$ cat config.mk
export PLATFORM = sky130hd
export DESIGN_NAME = stc_top
export DESIGN_NICKNAME = d
export VERILOG_FILES = /design/src/verilog/stc_pkg.sv /design/src/verilog/stc_top.sv
export VERILOG_INCLUDE_DIRS = /design/src /design/src/verilog
export SDC_FILE = /design/constraint.sdc
export NUM_CORES = 1
export LEC_CHECK = 0
export BUFFER_PORTS_ARGS = -buffer_cell sky130_fd_sc_hd__buf_2
export CORE_MARGIN = 4
export CORE_UTILIZATION = 45
export CTS_CLUSTER_DIAMETER = 200
export DETAILED_ROUTE_END_ITERATION = 12
export PLACE_DENSITY = 0.95
export SLEW_MARGIN = 20
export SYNTH_ARGS = -nofsm -noshare
export SYNTH_HDL_FRONTEND = slang
export SYNTH_SLANG_ARGS = --single-unit
$ cat constraint.sdc
create_clock -name CLK_SYS -period 2.3 [get_ports CLK_SYS]
set_input_delay 0.115 -clock CLK_SYS [delete_from_list [all_inputs] [get_ports CLK_SYS]]
set_output_delay 0.115 -clock CLK_SYS [all_outputs]
set_load 0.05 [all_outputs]
$ cat src/verilog/stc_defs.svh
`ifndef STC_DEFS_SVH
`define STC_DEFS_SVH

// Register offsets (byte addresses)
`define STC_REG_STATUS      8'h00
`define STC_REG_MASK        8'h04
`define STC_REG_MODE        8'h08

// Status and mask bit positions
`define STC_BIT_PATTERN_ERR 0
`define STC_BIT_TRAIN_START 1
`define STC_BIT_IDLE_START  2

// Reset values
`define STC_STATUS_RESET    3'h0
`define STC_MASK_RESET      3'h0
`define STC_FLOAT_RESET     1'h0

// Credit unit in bytes, kept as a modulo-16 fill count
`define STC_CREDIT_BYTES    16
`define STC_FILL_W          4

// Link lanes
`define STC_LANES           16

`endif

$ cat src/verilog/stc_pkg.sv
package stc_pkg;

   // Link transmit mode chosen at each burst boundary
   typedef enum logic [2:0] {
      STC_MODE_DATA  = 3'b001,
      STC_MODE_IDLE  = 3'b010,
      STC_MODE_TRAIN = 3'b100
   } stc_mode_t;

   // Packet information that travels with each stored word
   typedef struct packed {
      logic [7:0] channel;
      logic       end_marker;
      logic [2:0] byte_count;
   } stc_wr_info_t;

endpackage

$ cat src/verilog/stc_top.sv
`timescale 1ns/1ps
`include "stc_defs.svh"

// What this block does
// - Flag error when burst without end marker stops off a 16-byte credit boundary.
// - Flag error when a write has non-zero final byte count without end marker.
// - Error flag is active high, one clock pulse per illegal write.
// - Idle request makes the link send idle words from next burst boundary.
// - Idle beats normal data but loses to a pending training request.
// - Idle request leaves FIFO contents and write-port behaviour untouched.
// - Training request makes the link send training from next burst boundary.
// - Training beats both idle requests and normal data.
// - Training request leaves FIFO contents and write-port behaviour untouched.
// - Float enable high releases link clock, 16 lanes and control flag drivers.
// - Float enable defaults to 0, so the link outputs are driven.
// - Every write-port signal is sampled or launched on the rising clock edge.
// - Low write strobe at a rising edge stores the presented word and information.
// - Word width is 32 or 64 bits; byte count is 2 or 3 bits.
module stc_top
   import stc_pkg::*;
#(
   parameter int  DATA_WIDTH = 32,
   localparam int CNT_W      = (DATA_WIDTH == 64) ? 3 : 2
)
(
   // Clock and reset
   input  wire logic                    CLK_SYS,
   input  wire logic                    RESETN,
   // User write port
   input  wire logic                    WRITE_PORT_STROBE_N,
   input  wire logic [7:0]              WRITE_CHANNEL_NUMBER,
   input  wire logic [DATA_WIDTH-1:0]   WRITE_PORT_WORD,
   input  wire logic [CNT_W-1:0]        FINAL_WORD_BYTE_COUNT,
   input  wire logic                    PACKET_END_MARKER,
   output logic                         DATA_PATTERN_ERROR_FLAG,
   // Insert requests and link control
   input  wire logic                    IDLE_INSERT_REQUEST,
   input  wire logic                    TRAINING_INSERT_REQUEST,
   input  wire logic                    LINK_OUTPUT_FLOAT_ENABLE,
   input  wire logic                    BURST_BOUNDARY,
   output stc_mode_t                    LINK_MODE,
   output logic                         LINK_DATA_CLOCK_OE,
   output logic [`STC_LANES-1:0]        LINK_DATA_LANES_OE,
   output logic                         LINK_CONTROL_FLAG_OE,
   // Transmit FIFO write side
   output logic                         FIFO_WR_EN,
   output logic [DATA_WIDTH-1:0]        FIFO_WR_WORD,
   output stc_wr_info_t                 FIFO_WR_INFO,
   // Register port
   input  wire logic [7:0]              REG_ADDR,
   input  wire logic [31:0]             REG_WDATA,
   input  wire logic                    REG_WR,
   input  wire logic                    REG_RD,
   output logic [31:0]                  REG_RDATA,
   output logic                         IRQ
);

   // Four or eight bytes per word; both divide the credit, so the fill never skips zero
   localparam logic [`STC_FILL_W-1:0] WORD_BYTES = `STC_FILL_W'(DATA_WIDTH / 8);

   logic                   wr_take;

   // Pattern checker state
   logic [`STC_FILL_W-1:0] fill_reg;
   logic [`STC_FILL_W-1:0] fill_next;
   logic [7:0]             chan_reg;
   logic [7:0]             chan_next;
   logic                   open_reg;
   logic                   open_next;
   logic                   perr_reg;
   logic                   perr_next;

   // FIFO write stage
   logic                   fwe_reg;
   logic                   fwe_next;
   logic [DATA_WIDTH-1:0]  fword_reg;
   logic [DATA_WIDTH-1:0]  fword_next;
   stc_wr_info_t           finfo_reg;
   stc_wr_info_t           finfo_next;

   // Link mode and driver enables
   stc_mode_t              mode_reg;
   stc_mode_t              mode_next;
   logic                   clk_oe_reg;
   logic                   clk_oe_next;
   logic [`STC_LANES-1:0]  lanes_oe_reg;
   logic [`STC_LANES-1:0]  lanes_oe_next;
   logic                   ctl_oe_reg;
   logic                   ctl_oe_next;

   // Registers and interrupt
   logic [2:0]             status_reg;
   logic [2:0]             status_next;
   logic [2:0]             mask_reg;
   logic [2:0]             mask_next;
   logic [31:0]            rdata_reg;
   logic [31:0]            rdata_next;
   logic                   irq_reg;
   logic                   irq_next;
   logic [2:0]             events;
   logic                   clr_status;

   // Strobe already lives in this clock domain, so no synchroniser is needed
   assign wr_take = ~WRITE_PORT_STROBE_N;

   // Pattern checker; bursts are delimited per channel, so a channel switch ends one
   always_comb
   begin
      fill_next = fill_reg;
      chan_next = chan_reg;
      open_next = open_reg;
      perr_next = 1'b0;
      if (wr_take)
      begin
         // A channel switch closes the open burst, which must end on a credit boundary
         if (open_reg && (WRITE_CHANNEL_NUMBER != chan_reg) && (fill_reg != '0))
            perr_next = 1'b1;
         if (!PACKET_END_MARKER && (FINAL_WORD_BYTE_COUNT != '0))
            perr_next = 1'b1;

         chan_next = WRITE_CHANNEL_NUMBER;
         if (PACKET_END_MARKER)
         begin
            fill_next = '0;
            open_next = 1'b0;
         end
         else
         begin
            // Four-bit fill wraps modulo the 16-byte credit
            if (open_reg && (WRITE_CHANNEL_NUMBER == chan_reg))
               fill_next = fill_reg + WORD_BYTES;
            else
               fill_next = WORD_BYTES;
            open_next = 1'b1;
         end
      end
   end

   always_ff @(posedge CLK_SYS or negedge RESETN)
   begin
      if (!RESETN)
      begin
         fill_reg <= '0;
         chan_reg <= 8'h00;
         open_reg <= 1'b0;
         perr_reg <= 1'b0;
      end
      else
      begin
         fill_reg <= fill_next;
         chan_reg <= chan_next;
         open_reg <= open_next;
         perr_reg <= perr_next;
      end
   end

   // Write stage ignores the insert requests entirely
   always_comb
   begin
      fwe_next              = wr_take;
      fword_next            = wr_take ? WRITE_PORT_WORD : fword_reg;
      finfo_next            = finfo_reg;
      if (wr_take)
      begin
         finfo_next.channel    = WRITE_CHANNEL_NUMBER;
         finfo_next.end_marker = PACKET_END_MARKER;
         // Zero-extended so both word widths share one info layout
         finfo_next.byte_count = 3'(FINAL_WORD_BYTE_COUNT);
      end
   end

   always_ff @(posedge CLK_SYS or negedge RESETN)
   begin
      if (!RESETN)
      begin
         fwe_reg   <= 1'b0;
         fword_reg <= '0;
         finfo_reg <= '0;
      end
      else
      begin
         fwe_reg   <= fwe_next;
         fword_reg <= fword_next;
         finfo_reg <= finfo_next;
      end
   end

   // Mode only changes at a burst boundary so a burst is never cut short
   always_comb
   begin
      mode_next = mode_reg;
      if (BURST_BOUNDARY)
      begin
         if (TRAINING_INSERT_REQUEST)
            mode_next = STC_MODE_TRAIN;
         else if (IDLE_INSERT_REQUEST)
            mode_next = STC_MODE_IDLE;
         else
            mode_next = STC_MODE_DATA;
      end
      // Enables are registered like every output, so floating lags the pin by one cycle
      clk_oe_next   = ~LINK_OUTPUT_FLOAT_ENABLE;
      ctl_oe_next   = ~LINK_OUTPUT_FLOAT_ENABLE;
   end

   // One enable per lane so each lane buffer can take its own flop
   for (genvar lane = 0; lane < `STC_LANES; lane++)
   begin : g_lane_oe
      assign lanes_oe_next[lane] = ~LINK_OUTPUT_FLOAT_ENABLE;
   end

   always_ff @(posedge CLK_SYS or negedge RESETN)
   begin
      if (!RESETN)
      begin
         mode_reg     <= STC_MODE_DATA;
         clk_oe_reg   <= ~`STC_FLOAT_RESET;
         lanes_oe_reg <= {`STC_LANES{~`STC_FLOAT_RESET}};
         ctl_oe_reg   <= ~`STC_FLOAT_RESET;
      end
      else
      begin
         mode_reg     <= mode_next;
         clk_oe_reg   <= clk_oe_next;
         lanes_oe_reg <= lanes_oe_next;
         ctl_oe_reg   <= ctl_oe_next;
      end
   end

   // Events that set the sticky status bits
   assign events[`STC_BIT_PATTERN_ERR] = perr_next;
   assign events[`STC_BIT_TRAIN_START] = (mode_next == STC_MODE_TRAIN)
                                         && (mode_reg != STC_MODE_TRAIN);
   assign events[`STC_BIT_IDLE_START]  = (mode_next == STC_MODE_IDLE)
                                         && (mode_reg != STC_MODE_IDLE);
   assign clr_status = REG_WR && (REG_ADDR == `STC_REG_STATUS);

   // Per status bit: writing one clears it, but an event in the same cycle wins
   for (genvar sb = 0; sb < 3; sb++)
   begin : g_status
      assign status_next[sb] = events[sb] | (status_reg[sb] & ~(clr_status & REG_WDATA[sb]));
   end

   // Mask, read-back and interrupt
   always_comb
   begin
      mask_next   = mask_reg;
      if (REG_WR && (REG_ADDR == `STC_REG_MASK))
         mask_next = REG_WDATA[2:0];

      // Outside its read cycle the port returns zero, so a stale word is never seen
      rdata_next  = 32'h0000_0000;
      if (REG_RD)
      begin
         unique case (REG_ADDR)
            `STC_REG_STATUS: rdata_next = {29'h0000_0000, status_reg};
            `STC_REG_MASK:   rdata_next = {29'h0000_0000, mask_reg};
            `STC_REG_MODE:   rdata_next = {29'h0000_0000, mode_reg};
            default:         rdata_next = 32'h0000_0000;
         endcase
      end

      // Next-state terms keep the interrupt in step with the status it reports
      irq_next = |(status_next & mask_next);
   end

   always_ff @(posedge CLK_SYS or negedge RESETN)
   begin
      if (!RESETN)
      begin
         status_reg <= `STC_STATUS_RESET;
         mask_reg   <= `STC_MASK_RESET;
         rdata_reg  <= 32'h0000_0000;
         irq_reg    <= 1'b0;
      end
      else
      begin
         status_reg <= status_next;
         mask_reg   <= mask_next;
         rdata_reg  <= rdata_next;
         irq_reg    <= irq_next;
      end
   end

   // Every output comes straight from a flop
   assign DATA_PATTERN_ERROR_FLAG = perr_reg;
   assign LINK_MODE               = mode_reg;
   assign LINK_DATA_CLOCK_OE      = clk_oe_reg;
   assign LINK_DATA_LANES_OE      = lanes_oe_reg;
   assign LINK_CONTROL_FLAG_OE    = ctl_oe_reg;
   assign FIFO_WR_EN              = fwe_reg;
   assign FIFO_WR_WORD            = fword_reg;
   assign FIFO_WR_INFO            = finfo_reg;
   assign REG_RDATA               = rdata_reg;
   assign IRQ                     = irq_reg;

endmodule

==> metrics, run 1 <==
number of synthesized flops with an enable pin 0; synth unique cells 36; Max IR drop VDD 0.000547 V; arrival time worst endpoint about 2000 ps; DIE AREA 0.00779 mm2; Slew headroom around 55%; ys async rst share between 90% and 100%; Setup WS pre-CTS roughly 170 ps; CP startpoint REG_ADDR[1]; clock skew 1.47 ps; Power Dens Cells roughly 850 mW/mm2; Die Height between 80 and 90 um; vias roughly 2100; # IOs between 150 and 200; Post-Synth XOR/XNOR Area under 10%; TritonCTS Buffers 9; Seq/Total Area, Yosys a little over half; Setup TNS 0 ps; Req. time, crit path between 2000 and 3000 ps; number of flip-flops in the largest register 32; Core Util, Final 61.2%; Ys Warns 0; area share of the largest cell type after synthesis about 52%; Main synth FF type dfrtp_1; P&R area growth vs syn 28.7%; Syn Inst Count 230; critical path type input pin to flop; r2r startpoint FIFO_WR_INFO[10]; RePlAce Congestion slightly below 0.8; R2R cell count 5; HPWL after detailed placement 4960 um; flop2flop setup slack 560 ps; max-cap violations 0; Overflow after GRT 0; Crit. End Element flop; RSZ-0062 raised after global routing no; Final Hold Viols 0; Port Buf Inserts 132; Clock Tree Buf Depth 2; vias in the first global route 2228; Mean Syn Cell Area ~13 um2; outcome finished, final reports clean; synthesized flop and latch total 62; Hold Path Class input pin to flop; Hold Worst Slack between 10 and 15 ps; complex-gate fraction of the synthesized area under 10%; DIE WIDTH approximately 88 um; Synth top cells by count dfrtp_1, buf_4, mux2_2, xnor2_1, inv_1; global-route wire length before repair 10200 um; most common cell in the netlist dfrtp_1; total wire length 6640 um; largest area contributor in the netlist dfrtp_1; Critical Path Start Type input pin; DRC 0; fin crit share approximately 80%; Post-DRT Antenna Nets 0; number of nets in the layout 455; CTS H-tree lvls 3; Post-Syn Area a little under 0.003 mm2; initial antenna violation count 0; Worst Max-Slew Pin Slew 653 ps; overall routing resource usage 17.3%; violation count after the first detailed-route iteration 66; Final Max Slew Viols 0; Post-Synth Adder-Cell Area 0.432%; # placed instances 416; initial core utilization between 40% and 50%; layout cell share with drive strength beyond 1 55.6%; Pre-Repair DR Iteration Count 4; final setup violation count 0; Critical Path End IRQ; Finished Layout Cells ~440; Routed WL per cell around 15 um; synth top area cells dfrtp_1, mux2_2, buf_4, xnor2_1, dfstp_2; Antenna Cells 0; Root Driver clkbuf_8; clock transition at the registers of the reported paths roughly 80 ps; pin count of the biggest net entering global routing 36; clock sink total 62; clk_lat worst skew around 320 ps; R2R Path End IRQ; P_leak 1.88 nW; FILL cells around 500; Final min period 1800 ps; fin worst setup slack 504 ps; CTS tree yes; Post-Synth Simple-Gate Area 5.96%; largest family of logic cells by synthesized area multiplexers; DR vias/cell approximately 4.7; post-synthesis mux area share 19.6%; Max Fanout on Critical Path 3; Rows 28; Core Region approximately 0.0061 mm2; maximum achievable frequency between 500 and 600 MHz
-- cells by family (layout without fill, tap and decap cells) --
group	after synthesis	in the layout
flip-flops	62	62
buffers and inverters	60	168
multiplexers	50	50
AND/OR/NAND/NOR	31	31
AO/OA/AOI/OAI	17	17
XOR/XNOR	8	8
adder cells (fa/ha/maj)	1	1
other	1	30
-- area by class of cell --
type / instances / area (um2) / area share (%)
clock inverters: 7 / 97.6 / 2.62
well taps: 75 / 93.8 / 2.52
multi-input cells: 137 / 1050 / 28.2
clock buffers: 9 / 124 / 3.32
inverters: 7 / 26.3 / 0.704
repair buffers: 145 / 783 / 21.0
flip-flops and latches: 62 / 1550 / 41.6
-- worst max-delay path, stage by stage --
cell	delay, ps
buf_2	90
or4_4	540
or4_4	570
mux2_4	330
o31a_1	100
a221o_1	260
-- per-stage QoR --
step | instance area (um2) | total power [mW]
2_1_floorplan | 3010 | 1.94
3_3_place_gp | 3410 | 2.08
3_5_place_dp | 3410 | 2.10
4_1_cts | 3720 | 3.18
5_1_grt | 3730 | 3.31
6_report | 3730 | 3.16
-- routing by layer --
metal | track usage, % | wire length, um | share of wire (%)
met5 | 0 | 0 | 0
met4 | 7.01 | 111 | 1.7
met3 | 6.70 | 785 | 12
met2 | 30.7 | 3450 | 52
met1 | 18.3 | 2290 | 34
-- power by group --
group	internal, mW	total (mW)	leakage [nW]	switching (mW)
Combinational	0.224	0.856	1.04	0.632
Sequential	1.18	1.24	0.734	0.0590
Clock	0.613	1.06	0.106	0.446
-- cell usage in the layout (no fill, tap or decap), drive strengths merged, types with 3 or more instances in the layout --
cell type	count
dfrtp	60
conb	30
mux2i	3
xnor2	8
nor2	6
dlygate4sd3	10
buf	135
and2	3
inv	8
mux2	47
clkbuf	9
nand2	6
o21ai	6
-- what timing repair did --
action / in CTS / in global routing
endpoints found under the hold margin: 68 / 1
hold buffers: 9 / 1
buffers inserted: 0 / 0
resized for setup: 0 / 0
-- worst min path at each step --
stage                        start                      end  slack (ps)  cells past startpoint
3_5_place_dp                RESETN          FIFO_WR_INFO[7]         -70                      1
4_1_cts        WRITE_PORT_WORD[28]         FIFO_WR_WORD[28]         0.1                      2
5_1_grt         WRITE_PORT_WORD[5]          FIFO_WR_WORD[5]        -0.8                      2
6_report        WRITE_PORT_WORD[0]          FIFO_WR_WORD[0]          10                      2
3_3_place_gp                RESETN          FIFO_WR_INFO[7]         -70                      1
2_1_floorplan               RESETN  DATA_PATTERN_ERROR_FLAG        -180                      0
(Power assumes the default switching activity.)
==> run 2: changes to the inputs <==
--- a/config.mk
+++ b/config.mk
@@ -8,10 +8,10 @@
 export LEC_CHECK = 0
 export BUFFER_PORTS_ARGS = -buffer_cell sky130_fd_sc_hd__buf_2
 export CORE_MARGIN = 4
-export CORE_UTILIZATION = 45
+export CORE_UTILIZATION = 42
 export CTS_CLUSTER_DIAMETER = 200
 export DETAILED_ROUTE_END_ITERATION = 12
-export PLACE_DENSITY = 0.95
+export PLACE_DENSITY = 0.9
 export SLEW_MARGIN = 20
 export SYNTH_ARGS = -nofsm -noshare
 export SYNTH_HDL_FRONTEND = slang
==> constraint.sdc (replaced) <==
create_clock -name CLK_SYS -period 1.8 [get_ports CLK_SYS]
set_input_delay 0.09 -clock CLK_SYS [delete_from_list [all_inputs] [get_ports CLK_SYS]]
set_output_delay 0.09 -clock CLK_SYS [all_outputs]
set_load 0.05 [all_outputs]
==> metrics, run 2 (synthesized netlist as in run 1, its figures left out) <==
met2 Track Usage GR 30.1% (-0.56 points); cts repair resizes 0 (unchanged); vias in the first global route 2341 (+5.1%); DIE WIDTH 91.1 um (+3.2%); Setup WS pre-CTS -314 ps (-487 ps); Hold Path Class input pin to flop; Worst Max-Slew Pin Slew 641 ps (-11.7 ps); initial core utilization 42.9% (-4.7 points); Overflow after GRT 0 (unchanged); commonest non-fill, non-tap cell in the layout buf_2; # IOs 192 (unchanged); outcome finished, final reports clean; Final Total Pwr 3.97 mW (+26%); Finished Layout Cells 481 (+8.8%); Core Region 0.00676 mm2 (+11%); clk_lat worst skew 330 ps (about the same); clock sink total 62 (unchanged); Port Buf Inserts 132 (unchanged); DIE AREA 0.00830 mm2 (+6.5%); CTS tree yes; RePlAce Congestion 0.804 (+1.4%); Slew headroom 57.2% (+1.9 points); overall routing resource usage 16.9% (-0.37 points); Post-DRT Antenna Nets 0 (unchanged); met3 Usage GRT 6.63% (-0.076 points); Antenna Cells 0 (unchanged); Final min period approximately 1800 ps; Req. time, crit path 2010 ps (-500 ps); Final Hold Viols 0 (unchanged); critical path type input pin to flop; Final Max Slew Viols 0 (unchanged); DRC 0 (unchanged); Rows 30 (+7.1%); initial antenna violation count 0 (unchanged); DR vias/cell 4.66 (-1.3%); Max IR drop VDD 0.000570 V (+4.3%); number of nets in the layout 489 (+7.5%); Setup TNS 0 ps (unchanged); Routed WL per cell 14.4 um (-3.8%); number of flip-flops in the largest register 32 (unchanged); most frequent cells in the layout buf_2, dfrtp_1, mux2_2, dlygate4sd3_1, conb_1; CTS H-tree lvls 3 (unchanged); grt met1 use 17.7% (-0.63 points); Clock Tree Buf Depth 2 (unchanged); clock transition at the registers of the reported paths 70 ps (about the same); pin count of the biggest net entering global routing 37 (+2.8%); fin worst setup slack 19.5 ps (-484 ps); final setup violation count 0 (unchanged); total wire length 6950 um (+4.7%); P_leak 2.03 nW (+7.9%); Max Fanout on Critical Path 3 (unchanged); Die Height 91.1 um (+3.2%); violation count after the first detailed-route iteration 49 (-26%); # placed instances 422 (+1.4%); HPWL after detailed placement 4660 um (-6.0%); Power Dens Cells 973 mW/mm2 (+15%); global-route wire length before repair 11100 um (+9.1%); Pre-Repair DR Iteration Count 4 (unchanged); arrival time worst endpoint 1990 ps (-20 ps); TritonCTS Buffers 9 (unchanged); Critical Path Start Type input pin; max-cap violations 0 (unchanged); Root Driver clkbuf_8; fin crit share ~99%; grt peak-use layer met2; vias 2242 (+7.4%); clock skew 6.36 ps (+4.90 ps); P&R area growth vs syn 40.6%; maximum achievable frequency 562 MHz; Crit. End Element flop; layout cell share with drive strength beyond 1 51.4% (-4.2 points)
[run 2: worst max-delay path: stages]
cell     delay [ps]
buf_2           110
or4_4           540
or4_4           540
mux2_4          330
o31a_1          110
a221o_1         280
[run 2: cell type report]
cell class                 count  area (um2)
clock buffer                  10         138
multi-input combinational    137        1050
sequential                    62        1550
tap                           80         100
inverter                       7        26.3
timing repair buffer         179        1140
fill                         530        2680
clock inverter                 6        61.3
[run 2: what timing repair did]
action / CTS / global route
hold buffers: 41 / 1
setup buffers: 0 / 1
hold endpoints to repair: 65 / 1
setup endpoints to repair: 0 / 1
[run 2: final timing paths]
check                                        startpoint               end  slack, ps  cells past startpoint
worst max register to register         FIFO_WR_INFO[10]               IRQ         50                      5
min in group asynchronous                        RESETN   FIFO_WR_INFO[7]        300                      2
worst min-delay path            TRAINING_INSERT_REQUEST      LINK_MODE[2]         20                      3
worst min register to register         FIFO_WR_WORD[27]  FIFO_WR_WORD[27]        500                      1
max in group asynchronous                        RESETN  FIFO_WR_WORD[29]        870                      3
worst max-delay path                        REG_ADDR[1]               IRQ         20                      6
[run 2: per-layer routing]
layer	vias to the layer above	part of all wire [%]
met5	-	0
met4	0	2.0
met3	14	9.3
met2	124	52
met1	1065	37
li1	1039	-
[run 2: metrics by stage]
step | instance area [um2] | hold WS, ps | util, %
final | 4080 | 18.0 | 60.3
after global routing | 4080 | 6.24 | 60.3
after CTS | 4060 | 3.86 | 60.1
after detailed placement | 3450 | 141 | 51.0
after global placement | 3450 | 126 | 51.0
after floorplan | 3010 | -206 | -
[run 2: power by group]
part / total [mW] / leakage [nW] / internal, mW / switching [mW]
logic: 1.15 / 1.20 / 0.337 / 0.818
registers: 1.59 / 0.734 / 1.51 / 0.0744
clock network: 1.22 / 0.102 / 0.672 / 0.550
